<file path="config.mk">
export PLATFORM = sky130hd
export DESIGN_NAME = tmie_flags
export DESIGN_NICKNAME = d
export VERILOG_FILES = /design/src/tmie_pkg.sv /design/src/tmie_flags.sv
export VERILOG_INCLUDE_DIRS = /design/src
export SDC_FILE = /design/constraint.sdc
export NUM_CORES = 1
export LEC_CHECK = 0
export ABC_AREA = 1
export BUFFER_PORTS_ARGS = -buffer_cell sky130_fd_sc_hd__buf_4
export CORE_UTILIZATION = 35
export CTS_CLUSTER_SIZE = 25
export DETAILED_ROUTE_END_ITERATION = 16
export GPL_TIMING_DRIVEN = 1
export PLACE_DENSITY = 0.67
export SYNTH_ARGS = -nofsm -noshare
export SYNTH_HDL_FRONTEND = slang
export SYNTH_SLANG_ARGS = --single-unit
</file>
<file path="constraint.sdc">
create_clock -name clk_sys -period 2.13 [get_ports clk_sys]
set_input_delay 0.1065 -clock clk_sys [delete_from_list [all_inputs] [get_ports clk_sys]]
set_output_delay 0.1065 -clock clk_sys [all_outputs]
set_load 0.005 [all_outputs]
</file>
<file path="src/tmie_regs.svh">
// register map, field positions and reset values for the timer flag block
// assumes a 32-bit apb slave where each register takes one aligned word
// Summary of operation
// - capture C request only while enable bit 5 is one.
// - capture D request when flag D set and enable bit 4 one.
// - compare A request when flag A set and enable bit 3 one.
// - compare B request when flag B set and enable bit 2 one.
// - wrap request when wrap flag set and enable bit 1 one.
// - enable bit 0 ignores writes and always reads as one.
// - flag and control register loads zero on reset and standby.
// - writing zero clears flags 7..1, writing one keeps them; only events set.
// - a zero write clears a flag only after it was read as one.
// - flag 7 sets on every capture A event.
// - flag 6 sets on every capture B event.
// - flag 5 sets on input C edge, even when pair A buffering.
// - flag 4 sets on input D edge, even when pair B buffering.
// - flag 3 sets when counter equals compare register A.
// - flag 2 sets when counter equals compare register B.
// - flag 1 sets when the counter wraps from maximum to zero.
// - control bit 0 one clears the counter on compare match A.
// - buffer enable A stops input C capture; B likewise stops D.
// - enable register resets to all enables zero, bit 0 one.
`ifndef TMIE_REGS_SVH
`define TMIE_REGS_SVH

// printed offsets are register indices; byte address is four times that
`define TMIE_IDX_ENABLES   16'hff90
`define TMIE_IDX_FLAGS     16'hff91
`define TMIE_ADDR_ENABLES  32'h0003_fe40
`define TMIE_ADDR_FLAGS    32'h0003_fe44

// field positions; bits 7..1 shared by both registers, bit 0 clear-on-match A in flags only
`define TMIE_BIT_CAP_A     7
`define TMIE_BIT_CAP_B     6
`define TMIE_BIT_CAP_C     5
`define TMIE_BIT_CAP_D     4
`define TMIE_BIT_CMP_A     3
`define TMIE_BIT_CMP_B     2
`define TMIE_BIT_WRAP      1
`define TMIE_BIT_CLR_A     0

// reset values
`define TMIE_RST_FLAGS     8'h00
`define TMIE_RST_ENABLES   8'h01
`define TMIE_RSVD_ONE      1'b1

`endif

</file>
<file path="src/tmie_pkg.sv">
// types shared by the timer flag block
// assumes the register header supplies every number
package tmie_pkg;

    typedef logic [7:0]  tmie_byte_t;
    typedef logic [31:0] tmie_word_t;

    // apb answer sequencing
    typedef enum logic {
        TMIE_AP_IDLE,
        TMIE_AP_ANSWER
    } tmie_apb_e;

endpackage

</file>
<file path="src/tmie_flags.sv">
// timer interrupt enables, status flags and counter-clear control
// assumes event strobes come from logic on clk_sys, one cycle each
`timescale 1ns/100ps
`include "tmie_regs.svh"

module tmie_flags (
    // clock and reset
    input  wire logic             clk_sys,
    input  wire logic             sys_rst,
    input  wire logic             standby,
    // apb slave
    input  wire logic             psel,
    input  wire logic             penable,
    input  wire logic             pwrite,
    input  wire tmie_pkg::tmie_word_t paddr,
    input  wire tmie_pkg::tmie_word_t pwdata,
    output tmie_pkg::tmie_word_t  prdata,
    output logic                  pready,
    output logic                  pslverr,
    // timer events
    input  wire logic             cap_a_evt,
    input  wire logic             cap_b_evt,
    input  wire logic             cap_c_evt,
    input  wire logic             cap_d_evt,
    input  wire logic             cmp_a_match,
    input  wire logic             cmp_b_match,
    input  wire logic             wrap_evt,
    // buffering mode from the control register
    input  wire logic             buffer_pair_a_en,
    input  wire logic             buffer_pair_b_en,
    // capture steering and counter clear
    output logic                  cap_c_load,
    output logic                  cap_d_load,
    output logic                  counter_clear,
    output logic                  clear_on_match_a,
    // interrupt requests
    output logic                  cap_a_irq,
    output logic                  cap_b_irq,
    output logic                  cap_c_irq,
    output logic                  cap_d_irq,
    output logic                  cmp_a_irq,
    output logic                  cmp_b_irq,
    output logic                  wrap_irq
);
    import tmie_pkg::*;

    // state
    tmie_apb_e   ap_state;
    tmie_apb_e   next_ap_state;
    logic [7:1]  flag;
    logic [7:1]  next_flag;
    logic [7:1]  armed;
    logic [7:1]  next_armed;
    logic [7:1]  irq_en;
    logic [7:1]  next_irq_en;
    logic [7:1]  irq;
    logic        next_clr_a;

    // event vector in register bit order
    logic [7:1]  evt;

    // bus decode
    logic        acc_phase;
    logic        done;
    logic        hit_flags;
    logic        hit_enables;
    logic        hit_any;
    logic        wr_flags;
    logic        wr_enables;
    logic        rd_flags;
    logic        init;
    tmie_byte_t  flags_view;
    tmie_byte_t  enables_view;
    tmie_byte_t  rd_byte;

    // event gathering, one strobe per flag position
    // capture A sets 7
    assign evt[`TMIE_BIT_CAP_A] = cap_a_evt;
    assign evt[`TMIE_BIT_CAP_B] = cap_b_evt;
    assign evt[`TMIE_BIT_CAP_C] = cap_c_evt;
    assign evt[`TMIE_BIT_CAP_D] = cap_d_evt;
    assign evt[`TMIE_BIT_CMP_A] = cmp_a_match;
    assign evt[`TMIE_BIT_CMP_B] = cmp_b_match;
    assign evt[`TMIE_BIT_WRAP]  = wrap_evt;

    // standby behaves like reset for both registers
    assign init = sys_rst | standby;

    // apb decode; one wait state keeps prdata a flop
    assign acc_phase   = psel & penable;
    assign done        = acc_phase & pready;
    assign hit_flags   = (paddr == `TMIE_ADDR_FLAGS);
    assign hit_enables = (paddr == `TMIE_ADDR_ENABLES);
    assign hit_any     = hit_flags | hit_enables;
    assign wr_flags    = done & pwrite & hit_flags;
    assign wr_enables  = done & pwrite & hit_enables;
    assign rd_flags    = done & ~pwrite & hit_flags;

    // register views as software sees them
    assign flags_view   = {flag, clear_on_match_a};
    assign enables_view = {irq_en, `TMIE_RSVD_ONE};
    assign rd_byte      = hit_flags ? flags_view
                        : hit_enables ? enables_view
                        : 8'h00;

    // answer sequencing
    always_comb begin
        next_ap_state = ap_state;
        case (ap_state)
            TMIE_AP_IDLE: begin
                if (acc_phase) begin
                    next_ap_state = TMIE_AP_ANSWER;
                end
            end
            TMIE_AP_ANSWER: begin
                next_ap_state = TMIE_AP_IDLE;
            end
            default: begin
                next_ap_state = TMIE_AP_IDLE;
            end
        endcase
    end

    always_ff @(posedge clk_sys) begin
        if (sys_rst) begin
            ap_state <= TMIE_AP_IDLE;
        end else begin
            ap_state <= next_ap_state;
        end
    end

    // answer outputs, registered so they come straight from flops
    always_ff @(posedge clk_sys) begin
        if (sys_rst) begin
            pready  <= 1'b0;
            pslverr <= 1'b0;
            prdata  <= 32'h0000_0000;
        end else begin
            pready  <= (next_ap_state == TMIE_AP_ANSWER);
            pslverr <= (next_ap_state == TMIE_AP_ANSWER) & ~hit_any;
            prdata  <= {24'h00_0000, rd_byte};
        end
    end

    // per-flag set, read-arm and clear logic
    genvar gi;
    generate
        for (gi = 1; gi <= 7; gi++) begin : g_flag
            logic sw_clear;
            // zero write honoured only once armed
            assign sw_clear = wr_flags & ~pwdata[gi] & armed[gi];
            // set beats clear; writing one keeps the flag
            assign next_flag[gi] = init ? 1'b0
                                 : evt[gi] | (flag[gi] & ~sw_clear);
            // arm on a read that saw the flag set
            // prdata holds what software reads; a flag that rose during the
            // wait state was never seen, so it must not arm
            assign next_armed[gi] = init ? 1'b0
                                  : (rd_flags & prdata[gi]) ? 1'b1
                                  : (wr_flags | ~flag[gi]) ? 1'b0
                                  : armed[gi];
            // enable writes land only in bits 7..1
            assign next_irq_en[gi] = init ? 1'b0
                                   : wr_enables ? pwdata[gi]
                                   : irq_en[gi];
        end
    endgenerate

    assign next_clr_a = init ? 1'b0
                      : wr_flags ? pwdata[`TMIE_BIT_CLR_A]
                      : clear_on_match_a;

    // flags and control bit zero on reset and standby
    always_ff @(posedge clk_sys) begin
        flag             <= next_flag;
        armed            <= next_armed;
        clear_on_match_a <= next_clr_a;
    end

    // enables zero on reset and standby
    always_ff @(posedge clk_sys) begin
        irq_en <= next_irq_en;
    end

    // request level tracks flag and enable in the same cycle
    always_ff @(posedge clk_sys) begin
        irq <= next_flag & next_irq_en;
    end

    // request outputs, one per source
    assign cap_a_irq = irq[`TMIE_BIT_CAP_A];
    assign cap_b_irq = irq[`TMIE_BIT_CAP_B];
    // capture C request gated by bit 5
    assign cap_c_irq = irq[`TMIE_BIT_CAP_C];
    // capture D request gated by bit 4
    assign cap_d_irq = irq[`TMIE_BIT_CAP_D];
    // compare A request gated by bit 3
    assign cmp_a_irq = irq[`TMIE_BIT_CMP_A];
    // compare B request gated by bit 2
    assign cmp_b_irq = irq[`TMIE_BIT_CMP_B];
    // wrap request gated by bit 1
    assign wrap_irq  = irq[`TMIE_BIT_WRAP];

    // capture steering and counter clear, one cycle after the event
    // the counter side sees a late clear; it must apply it as a pulse
    always_ff @(posedge clk_sys) begin
        if (init) begin
            cap_c_load    <= 1'b0;
            cap_d_load    <= 1'b0;
            counter_clear <= 1'b0;
        end else begin
            // buffering frees inputs C and D from capture
            cap_c_load    <= cap_c_evt & ~buffer_pair_a_en;
            cap_d_load    <= cap_d_evt & ~buffer_pair_b_en;
            // clear counter on match A when enabled
            counter_clear <= cmp_a_match & clear_on_match_a;
        end
    end

    // checks on the flag and request behaviour

    // capture A sets flag 7 by the next edge
    a_cap_a_sets: assert property (@(posedge clk_sys) disable iff (init)
        cap_a_evt |=> flag[`TMIE_BIT_CAP_A])
        else $error("capture A event did not set flag 7");

    a_cap_b_sets: assert property (@(posedge clk_sys) disable iff (init)
        cap_b_evt |=> flag[`TMIE_BIT_CAP_B])
        else $error("capture B event did not set flag 6");

    // input C in buffer mode sets flag 5 without a capture load
    a_cap_c_sets: assert property (@(posedge clk_sys) disable iff (init)
        cap_c_evt && buffer_pair_a_en |=> flag[`TMIE_BIT_CAP_C] && !cap_c_load)
        else $error("input C in buffer mode mishandled");

    // input D sets flag 4 and captures when unbuffered
    a_cap_d_sets: assert property (@(posedge clk_sys) disable iff (init)
        cap_d_evt && !buffer_pair_b_en |=> flag[`TMIE_BIT_CAP_D] && cap_d_load)
        else $error("input D unbuffered capture missing");

    a_cmp_a_sets: assert property (@(posedge clk_sys) disable iff (init)
        cmp_a_match |=> flag[`TMIE_BIT_CMP_A])
        else $error("match A did not set flag 3");

    a_cmp_b_sets: assert property (@(posedge clk_sys) disable iff (init)
        cmp_b_match |=> flag[`TMIE_BIT_CMP_B])
        else $error("match B did not set flag 2");

    a_wrap_sets: assert property (@(posedge clk_sys) disable iff (init)
        wrap_evt |=> flag[`TMIE_BIT_WRAP])
        else $error("wrap did not set flag 1");

    // flag 3 never rises without its match A event
    a_flag_no_sw_set: assert property (@(posedge clk_sys) disable iff (init)
        !flag[`TMIE_BIT_CMP_A] && !cmp_a_match |=> !flag[`TMIE_BIT_CMP_A])
        else $error("flag 3 rose without a match");

    // unarmed zero write leaves the flag set
    a_clear_needs_read: assert property (@(posedge clk_sys) disable iff (init)
        wr_flags && flag[`TMIE_BIT_WRAP] && !armed[`TMIE_BIT_WRAP]
        |=> flag[`TMIE_BIT_WRAP])
        else $error("flag 1 cleared without a prior read");

    // armed zero write clears within one edge
    a_clear_after_read: assert property (@(posedge clk_sys) disable iff (init)
        wr_flags && armed[`TMIE_BIT_CMP_B] && !pwdata[`TMIE_BIT_CMP_B] && !cmp_b_match
        |=> !flag[`TMIE_BIT_CMP_B])
        else $error("armed zero write did not clear flag 2");

    // capture C request follows flag and bit 5
    a_cap_c_req: assert property (@(posedge clk_sys) disable iff (init)
        cap_c_irq == (flag[`TMIE_BIT_CAP_C] && irq_en[`TMIE_BIT_CAP_C]))
        else $error("capture C request wrong");

    // capture D request follows flag and bit 4
    a_cap_d_req: assert property (@(posedge clk_sys) disable iff (init)
        cap_d_irq == (flag[`TMIE_BIT_CAP_D] && irq_en[`TMIE_BIT_CAP_D]))
        else $error("capture D request wrong");

    // compare A request disabled by bit 3
    a_cmp_a_req: assert property (@(posedge clk_sys) disable iff (init)
        !irq_en[`TMIE_BIT_CMP_A] |-> !cmp_a_irq)
        else $error("compare A request while disabled");

    // compare B request follows a set flag
    a_cmp_b_req: assert property (@(posedge clk_sys) disable iff (init)
        cmp_b_match && irq_en[`TMIE_BIT_CMP_B] && !wr_enables |=> cmp_b_irq)
        else $error("compare B request missing");

    // wrap request held while flag and enable stay
    a_wrap_req: assert property (@(posedge clk_sys) disable iff (init)
        wrap_irq && !wr_flags && !wr_enables |=> wrap_irq)
        else $error("wrap request dropped early");

    // request level stays until the flag or its enable goes
    a_req_level: assert property (@(posedge clk_sys) disable iff (init)
        $fell(cap_a_irq) |-> !flag[`TMIE_BIT_CAP_A] || !irq_en[`TMIE_BIT_CAP_A])
        else $error("capture A request fell with flag set");

    a_rsvd_one: assert property (@(posedge clk_sys) disable iff (init)
        done && !pwrite && hit_enables |-> prdata[0])
        else $error("reserved enable bit read as zero");

    a_standby_zero: assert property (@(posedge clk_sys)
        standby && !sys_rst |=> flags_view == `TMIE_RST_FLAGS)
        else $error("flags not zero after standby");

    // standby sets the enable view to its reset value
    a_standby_en: assert property (@(posedge clk_sys)
        standby |=> enables_view == `TMIE_RST_ENABLES)
        else $error("enables not at reset value after standby");

    // counter clear follows match A only when enabled
    a_clear_match: assert property (@(posedge clk_sys) disable iff (init)
        cmp_a_match |=> counter_clear == $past(clear_on_match_a))
        else $error("counter clear does not follow control bit");

    // buffer A blocks capture C loads
    a_buf_blocks_c: assert property (@(posedge clk_sys) disable iff (init)
        buffer_pair_a_en ##1 buffer_pair_a_en |-> !cap_c_load)
        else $error("input C captured in buffer mode");

    // apb answers in exactly one wait state
    a_apb_wait: assert property (@(posedge clk_sys) disable iff (sys_rst)
        psel && penable && !pready |=> pready ##1 !pready)
        else $error("apb answer timing wrong");

endmodule

</file>
Word level (Yosys, flattened, before mapping):

Index checks and enable logic that the tools add are counted.

* flip-flop bits (word level): 66
* input port bits: 79

* bitwise operators: 82
* reductions and logical operators: 7
* muxes and demuxes: 39
* equality and inequality tests: 2

Operators with widths (number)
* 32-bit by 18-bit equality test with 1-bit output, second input constant: 2
* 1-bit bitwise AND: 39
* 1-bit 2-to-1 mux: 36
* 1-bit NOT: 26
* 8-bit 2-to-1 mux: 2
* 1-bit OR: 16
* 2-bit nonzero test: 7
* 7-bit bitwise AND: 1
* 1-bit case mux with 2 select lines: 1

Depth between registers and ports, before layout:

Gate-level depths: netlist (run 1).

* word-level depth: 11
* depth in mapped cells: 10
* mapped depth without buffers: 10

Least setup slack after synthesis (run 1):

No wires, ideal clock.

* path kind: register to register
* start: register pready
* end: register irq[5] (netlist bit)
* stages on the path, launching flop included: 7
* setup slack: 862 ps
* clock period less this slack: 1268 ps
* library setup time: 113 ps
* required time: 2017 ps
* data arrival time: 1155 ps
* path through: dfxtp_1 -> nand3_1 -> nor2_8 -> buf_4 -> nand3_4 -> a21oi_4 -> nor2_1

* longest elaborated chain between the ends: 10

RTL lines
* start, declared: RTL line tmie_flags.sv:18 `output logic pready,`
* start signal, assigned: RTL line tmie_flags.sv:139 `pready <= (next_ap_state == TMIE_AP_ANSWER);`
* 1-bit bitwise AND (*): RTL line tmie_flags.sv:91 `assign done = acc_phase & pready;`
* 1-bit bitwise AND (*): RTL line tmie_flags.sv:95, tmie_flags.sv:96
* 1-bit bitwise AND: RTL line tmie_flags.sv:95 `assign wr_flags = done & pwrite & hit_flags;`
* 1-bit bitwise AND (2 in a row): RTL line tmie_flags.sv:151 `assign sw_clear = wr_flags & ~pwdata[gi] & armed[gi];`
* 1-bit NOT: RTL line tmie_flags.sv:154 `: evt[gi] | (flag[gi] & ~sw_clear);`
* 1-bit bitwise AND: RTL line tmie_flags.sv:154
* 1-bit OR: RTL line tmie_flags.sv:154
* 1-bit 2-to-1 mux: RTL line tmie_flags.sv:153 `assign next_flag[gi] = init ? 1'b0`
* 7-bit bitwise AND (*): RTL line tmie_flags.sv:187 `irq <= next_flag & next_irq_en;`
* end signal, assigned: RTL line tmie_flags.sv:187
* end, declared: RTL line tmie_flags.sv:56 `logic [7:1] irq;`

Every way passes the cells marked *; elsewhere a longest branch is shown, timed or not.
A chain may end at the register's enable or synchronous reset.

Worst setup path in the final report (run 1):

* start: register pready
* end: register armed[3] (netlist bit)

* longest elaborated chain between the ends: 5

RTL lines
* 1-bit bitwise AND (*): RTL line tmie_flags.sv:91
* 1-bit bitwise AND (on tied branches) (2 in a row): RTL line tmie_flags.sv:97, tmie_flags.sv:95
* 1-bit bitwise AND or 1-bit OR (tied branches): RTL line tmie_flags.sv:159, tmie_flags.sv:160
* 1-bit 2-to-1 mux or 2-bit nonzero test (tied branches)
* end signal, assigned: RTL line tmie_flags.sv:176 `armed <= next_armed;`
* end, declared: RTL line tmie_flags.sv:52 `logic [7:1] armed;`

Marked as above.

==> results of run 1 <==
## logic make-up (layout without fill, tap and decap cells)
kind of cell / Yosys count / after routing
buffers and inverters: 61 / 117
other: 1 / 24
AO/OA/AOI/OAI: 23 / 23
flip-flops: 42 / 42
AND/OR/NAND/NOR: 130 / 130
## sequential cells by signal (all words and copies together), names as in the netlist
register / flops
pslverr: 1
irq_en: 7
armed: 7
clear_on_match_a: 1
cap_d_load: 1
cap_c_load: 1
flag: 7
prdata: 8
pready: 1
counter_clear: 1
irq: 7
## repair_timing
| action | CTS | global route |
|---|---|---|
| hold buffers | 2 | 0 |
| setup buffers | 0 | 0 |
| endpoints found under the hold margin | 2 | 0 |
## layout by cell type (no fill, tap or decap)
cell type,count
inv_1,29
nor3b_1,1
a21oi_1,20
nand3b_1,7
clkbuf_8,6
nor3_1,1
bufinv_16,1
nand2_4,2
inv_2,2
conb_1,24
nand3_4,3
nor2_1,38
a21oi_4,3
nand3_1,28
dfxtp_1,42
buf_4,77
nor2_4,1
nor2_8,3
dlygate4sd3_1,2
nand2_1,41
nand2_2,1
nor2_2,4
## routing by layer
layer  part of all wire  wire length, um
met1               0.44             1970
met5                  0                0
met3              0.068              304
met4              0.013               56
met2               0.48             2120
## power breakdown
part	internal, W	leakage (nW)	switching (W)
clock	0.000375	0.0573	0.000273
sequential	0.000793	0.340	0.00000736
combinational	0.0000855	0.912	0.0000608
total	0.00125	1.31	0.000341
## layout make-up
class	instances	area, sq um
clock buffer	6	82.6
timing repair buffer	79	598
tap	72	90.1
sequential	42	841
clock inverter	1	30.0
fill	560	2860
multi-input combinational	177	918
inverter	31	116
## tightest hold or removal path, stage by stage
cell and delay, ps:
buf_4 80, a21oi_1 40, nor2_1 70
## how the worst min path moves through the flow
stage	depth (start not counted)	slack, ps	from	endpoint
after floorplan	1	180	buffer_pair_a_en	cap_c_load$_SDFF_PN0_
after global placement	2	260	buffer_pair_b_en	cap_d_load$_SDFF_PN0_
after detailed placement	2	270	buffer_pair_a_en	cap_c_load$_SDFF_PN0_
after CTS	3	20	cmp_b_match	flag[2]$_DFF_P_
after global routing	3	20	cap_a_evt	flag[7]$_DFF_P_
final	3	20	cap_a_evt	flag[7]$_DFF_P_
## through the flow
stage	instances	hold WS, ps
2_1_floorplan	280	178
3_3_place_gp	399	264
3_5_place_dp	399	266
4_1_cts	408	20.2
5_1_grt	408	18.6
6_report	408	19.7
==> out/metrics.yaml, run 1 <==
outcome:
  status: "completed"
floorplanning:
  fp-row-count: 27
  start_util: 0.367
  ios: 124
  die-area_sq_um: 6130
  die_w_um: 78.3
  coreArea_sq_um: 5540
  die_h_um: 78.3
worst_setup_path:
  crit_buf_inv: 0
  rr_endpoint: "armed[3]$_SDFFE_PN0P_"
  crit_family: "simple AND/OR/NAND/NOR gates"
  crit_top_cell: "nand3_1"
  slowest_delay_ps: 350
  worstSetupEndpointType: "register"
  timing.rr.start: "pready$_SDFF_PP0_"
  cp_max_fo: 17
  path_cells: "nand3_1 -> nor2_8 -> nand2_1 -> nand3_1 -> a21oi_1"
  crit_end: "armed[3]$_SDFFE_PN0P_"
  cp-start-kind: "register"
  critPathKind: "reg -> reg"
  cpMaxStageDelayCell: "dfxtp_1"
  reg2regPathDepth: 5
  required_ps: 2290
  cp_num_cells: 5
  critPathArrivalTime_ps: 1700
  r2r_setup_slack_ps: 590
  startpoint: "pready$_SDFF_PP0_"
timing:
  final.min_clock_period_ps: 1540
  clock.fmax_ghz: 0.649
  setup_viol: 0
  fin_ws_ps: 589
  setup_tns_ps: 0
  worstMarginPinSlew_ps: 573
  slew_headroom: 0.618
  finalHoldViolCount: 0
  min_period_over_period: 0.724
  final_max_slew_viol_count: 0
  fin_skew_ps: 5.89
  rsz0062_at_grt: "no"
power_and_ir_drop:
  p_leak_nw: 1.31
  irDropWorstVdd_mv: 0.237
  p_per_area_nw_per_um2: 596
  total_power_w: 0.00160
global_routing:
  grt_use_total: 0.158
  grt_use_met3: 0.0442
  grt_pass1_vias: 1654
  grt_remaining_overflow: 0
  antenna_found_initial: 0
  use_met1: 0.187
  grt_first_pass_wirelength_mm: 7.47
  top_usage_layer: "met2"
  groute.layer.met2.usage: 0.268
  grt_start_max_net_pins: 18
clocking:
  cts_inserted_buffers: 5
  clkLatencyLatePin_ps: 300
  clock-root-buffer: "clkbuf_8"
  ctsHtreeMaxLevel: 2
  ctsResizeCount: 0
  clk_pin_slew_ps: 80
  cts.path.max_buffers: 2
  cts_sinks: 42
  cts_tree: "done"
synthesis:
  synth_xor_area_frac: 0
  synth-adder-area-share: 0
  synth_area_leaders: "dfxtp_1 41%, buf_4 9.2%, nand2_1 7.6%"
  synth_top_area_share: 0.413
  synth_top_family_by_area: "simple AND/OR/NAND/NOR gates"
  synth_area_sq_um: 2040
  synth_most_common_cell: "dfxtp_1"
  ys_ff_latch: 42
  synth_ff_type: "dfxtp_1"
  yosysWarnings: 0
  synth_area_leader_cell: "dfxtp_1"
  yosysUniqueCellTypes: 22
  synthSimpleGateAreaFrac: 0.334
  synthTopCellsByCount: "42 x dfxtp_1, 41 x nand2_1, 38 x nor2_1"
  seq_area_frac_synth: 0.413
  yosys-mux-area-fraction: 0
  netlist_instances: 257
  avgSynthCellArea_sq_um: 7.92
  synth_edf_count: 0
  synthArstFlopShare: 0
  synth_compound_area_frac: 0.0731
place:
  dpl.hpwl_mm: 3.18
  port_buffers: 75
  gp_congestion: 0.728
  place_area_sq_um: 2540
  pre_cts_slack_ps: 553
worst_hold_path:
  hold_class: "in -> reg"
routing:
  drc: 0
  via_per_inst: 4.26
  wl_mm: 4.45
  drtIter0Drc: 61
  post_drt_wl_per_cell_um: 10.9
  firstDrtPassIters: 4
  vias: 1740
  ant_nets: 0
finish:
  drive_above_1_share: 0.307
  stdcell_area_sq_um: 2680
  postLayoutCoreUtil: 0.483
  area_growth_pct: 31.5
  diodes: 0
  nets: 415
run:
  drv_cap: 0
(Power assumes the default switching activity.)
==> run 2: changes to the inputs <==
clock period = 1.6 ns   (was 2.13 ns; I/O delays follow)
==> out/metrics.yaml, run 2 (synthesis results as in run 1) <==
routing:
  via_per_inst: 4.31
  ant_nets: 0
  drc: 0
  drtIter0Drc: 86
  post_drt_wl_per_cell_um: 10.9
  firstDrtPassIters: 4
  wl_mm: 4.57
  vias: 1812
finish:
  stdcell_area_sq_um: 2770
  drive_above_1_share: 0.322
  largest_register: "prdata"
  nets: 426
  area_growth_pct: 36.0
  finalNonFillerCells: 420
  final_common_cell: "buf_4"
  largest_reg_flops: 8
  diodes: 0
  final_cell_mix: "84 x buf_4, 42 x dfxtp_1, 41 x nand2_1"
floorplanning:
  ios: 124
  coreArea_sq_um: 5540
  die-area_sq_um: 6130
  die_h_um: 78.3
  die_w_um: 78.3
  fp-row-count: 27
  start_util: 0.367
clocking:
  cts_sinks: 42
  cts_inserted_buffers: 5
  ctsHtreeMaxLevel: 2
  clkLatencyLatePin_ps: 290
  clock-root-buffer: "clkbuf_8"
  clk_pin_slew_ps: 80
  cts.path.max_buffers: 2
  cts_tree: "done"
timing:
  final_max_slew_viol_count: 0
  slew_headroom: 0.632
  rsz0062_at_grt: "no"
  final.min_clock_period_ps: 1420
  worstMarginPinSlew_ps: 552
  finalHoldViolCount: 0
  fin_skew_ps: 4.41
  setup_tns_ps: 0
  min_period_over_period: 0.885
  clock.fmax_ghz: 0.707
  setup_viol: 0
power_and_ir_drop:
  combPwrFrac: 0.102
  p_int_w: 0.00152
  clkPwrFrac: 0.358
  switching_power_w: 0.000450
  p_leak_nw: 1.36
  switching_share: 0.228
  p_per_area_nw_per_um2: 713
  sequentialPowerShare: 0.540
  irDropWorstVdd_mv: 0.419
worst_setup_path:
  required_ps: 1770
  cpMaxStageDelayCell: "dfxtp_1"
  path_cells: "nand3_1 -> nor2_8 -> buf_4 -> nand3_1 -> a21oi_1 -> nor2_1"
  critPathArrivalTime_ps: 1580
  cp-start-kind: "register"
  crit_top_cell: "nand3_1"
  cp_max_fo: 10
  slowest_delay_ps: 350
  worstSetupEndpointType: "register"
  critPathKind: "reg -> reg"
place:
  gp_congestion: 0.737
  place_area_sq_um: 2590
  dpl.cell_count: 404
  port_buffers: 75
  dpl.hpwl_mm: 3.34
run:
  drv_cap: 0
global_routing:
  grt_pass1_vias: 1699
  grt_first_pass_wirelength_mm: 7.45
  grt_use_total: 0.156
  top_usage_layer: "met2"
  antenna_found_initial: 0
  grt_remaining_overflow: 0
  use_met1: 0.171
  grt_use_met3: 0.0407
  grt_start_max_net_pins: 18
  groute.layer.met2.usage: 0.289
outcome:
  status: "completed"
worst_hold_path:
  hold_class: "in -> reg"
run 2: changes by cell type in the layout (fill, tap and decap cells not counted):
cell	before	now
buf_12	0	2
clkinv_2	0	1
dlygate4sd3_1	2	4
clkbuf_1	0	1
bufinv_16	1	0
buf_4	77	84
run 2: final timing paths:
check                           slack, ps  cells past startpoint               from                end
worst max-delay path                  180                      6  pready$_SDFF_PP0_    flag[2]$_DFF_P_
worst min-delay path                   10                      3          cap_a_evt    flag[7]$_DFF_P_
worst max register to register        180                      6  pready$_SDFF_PP0_    flag[2]$_DFF_P_
worst min register to register        450                      1  pready$_SDFF_PP0_  pready$_SDFF_PP0_
run 2: cell type report:
type                    instances  area [sq um]
repair buffers                 90           711
clock buffers                   7          86.3
fillers                       568          2770
well taps                      72          90.1
inverters                      31           116
flip-flops and latches         42           841
clock inverters                 1          5.00
multi-input cells             177           918
run 2: layer usage:
layer	share of wire	vias to the layer above	wire length (um)
li1	-	932	-
met1	0.42	822	1900
met2	0.53	56	2410
met3	0.053	2	243
met4	0.0022	0	10
met5	0	-	0
run 2: metrics by stage:
stage               setup WS, ps  power (W)  utilization  hold WS, ps
global placement             125    0.00128        0.468          236
floorplan                    332    0.00120            -          152
detailed placement          93.3    0.00128        0.468          242
finish                       185    0.00197        0.500         12.9
CTS                         77.5    0.00200        0.490         3.04
global route                75.7    0.00207        0.500         22.2
run 2: worst max-delay path, delay by kind of cell, from the launching register on:
| kind | cells | cell delay, ps |
|---|---|---|
| simple gates | 4 | 590 |
| flops | 1 | 350 |
| compound gates | 1 | 180 |
| buf+inv | 1 | 160 |
run 2: power groups by stage:
stage	clock network, W	registers (W)	logic (W)
6_report	0.000706	0.00107	0.000202
5_1_grt	0.000782	0.00107	0.000224
4_1_cts	0.000731	0.00107	0.000199
3_5_place_dp	0	0.00109	0.000193
3_3_place_gp	0	0.00109	0.000190
2_1_floorplan	0	0.00109	0.000112
run 2: timing repair:
| action | CTS | global route |
|---|---|---|
| buffers inserted | 0 | 4 |
| endpoints found under the hold margin | 3 | 1 |
| hold buffers | 3 | 1 |
| setup endpoints to repair | 0 | 5 |
| gates resized for setup | 0 | 0 |
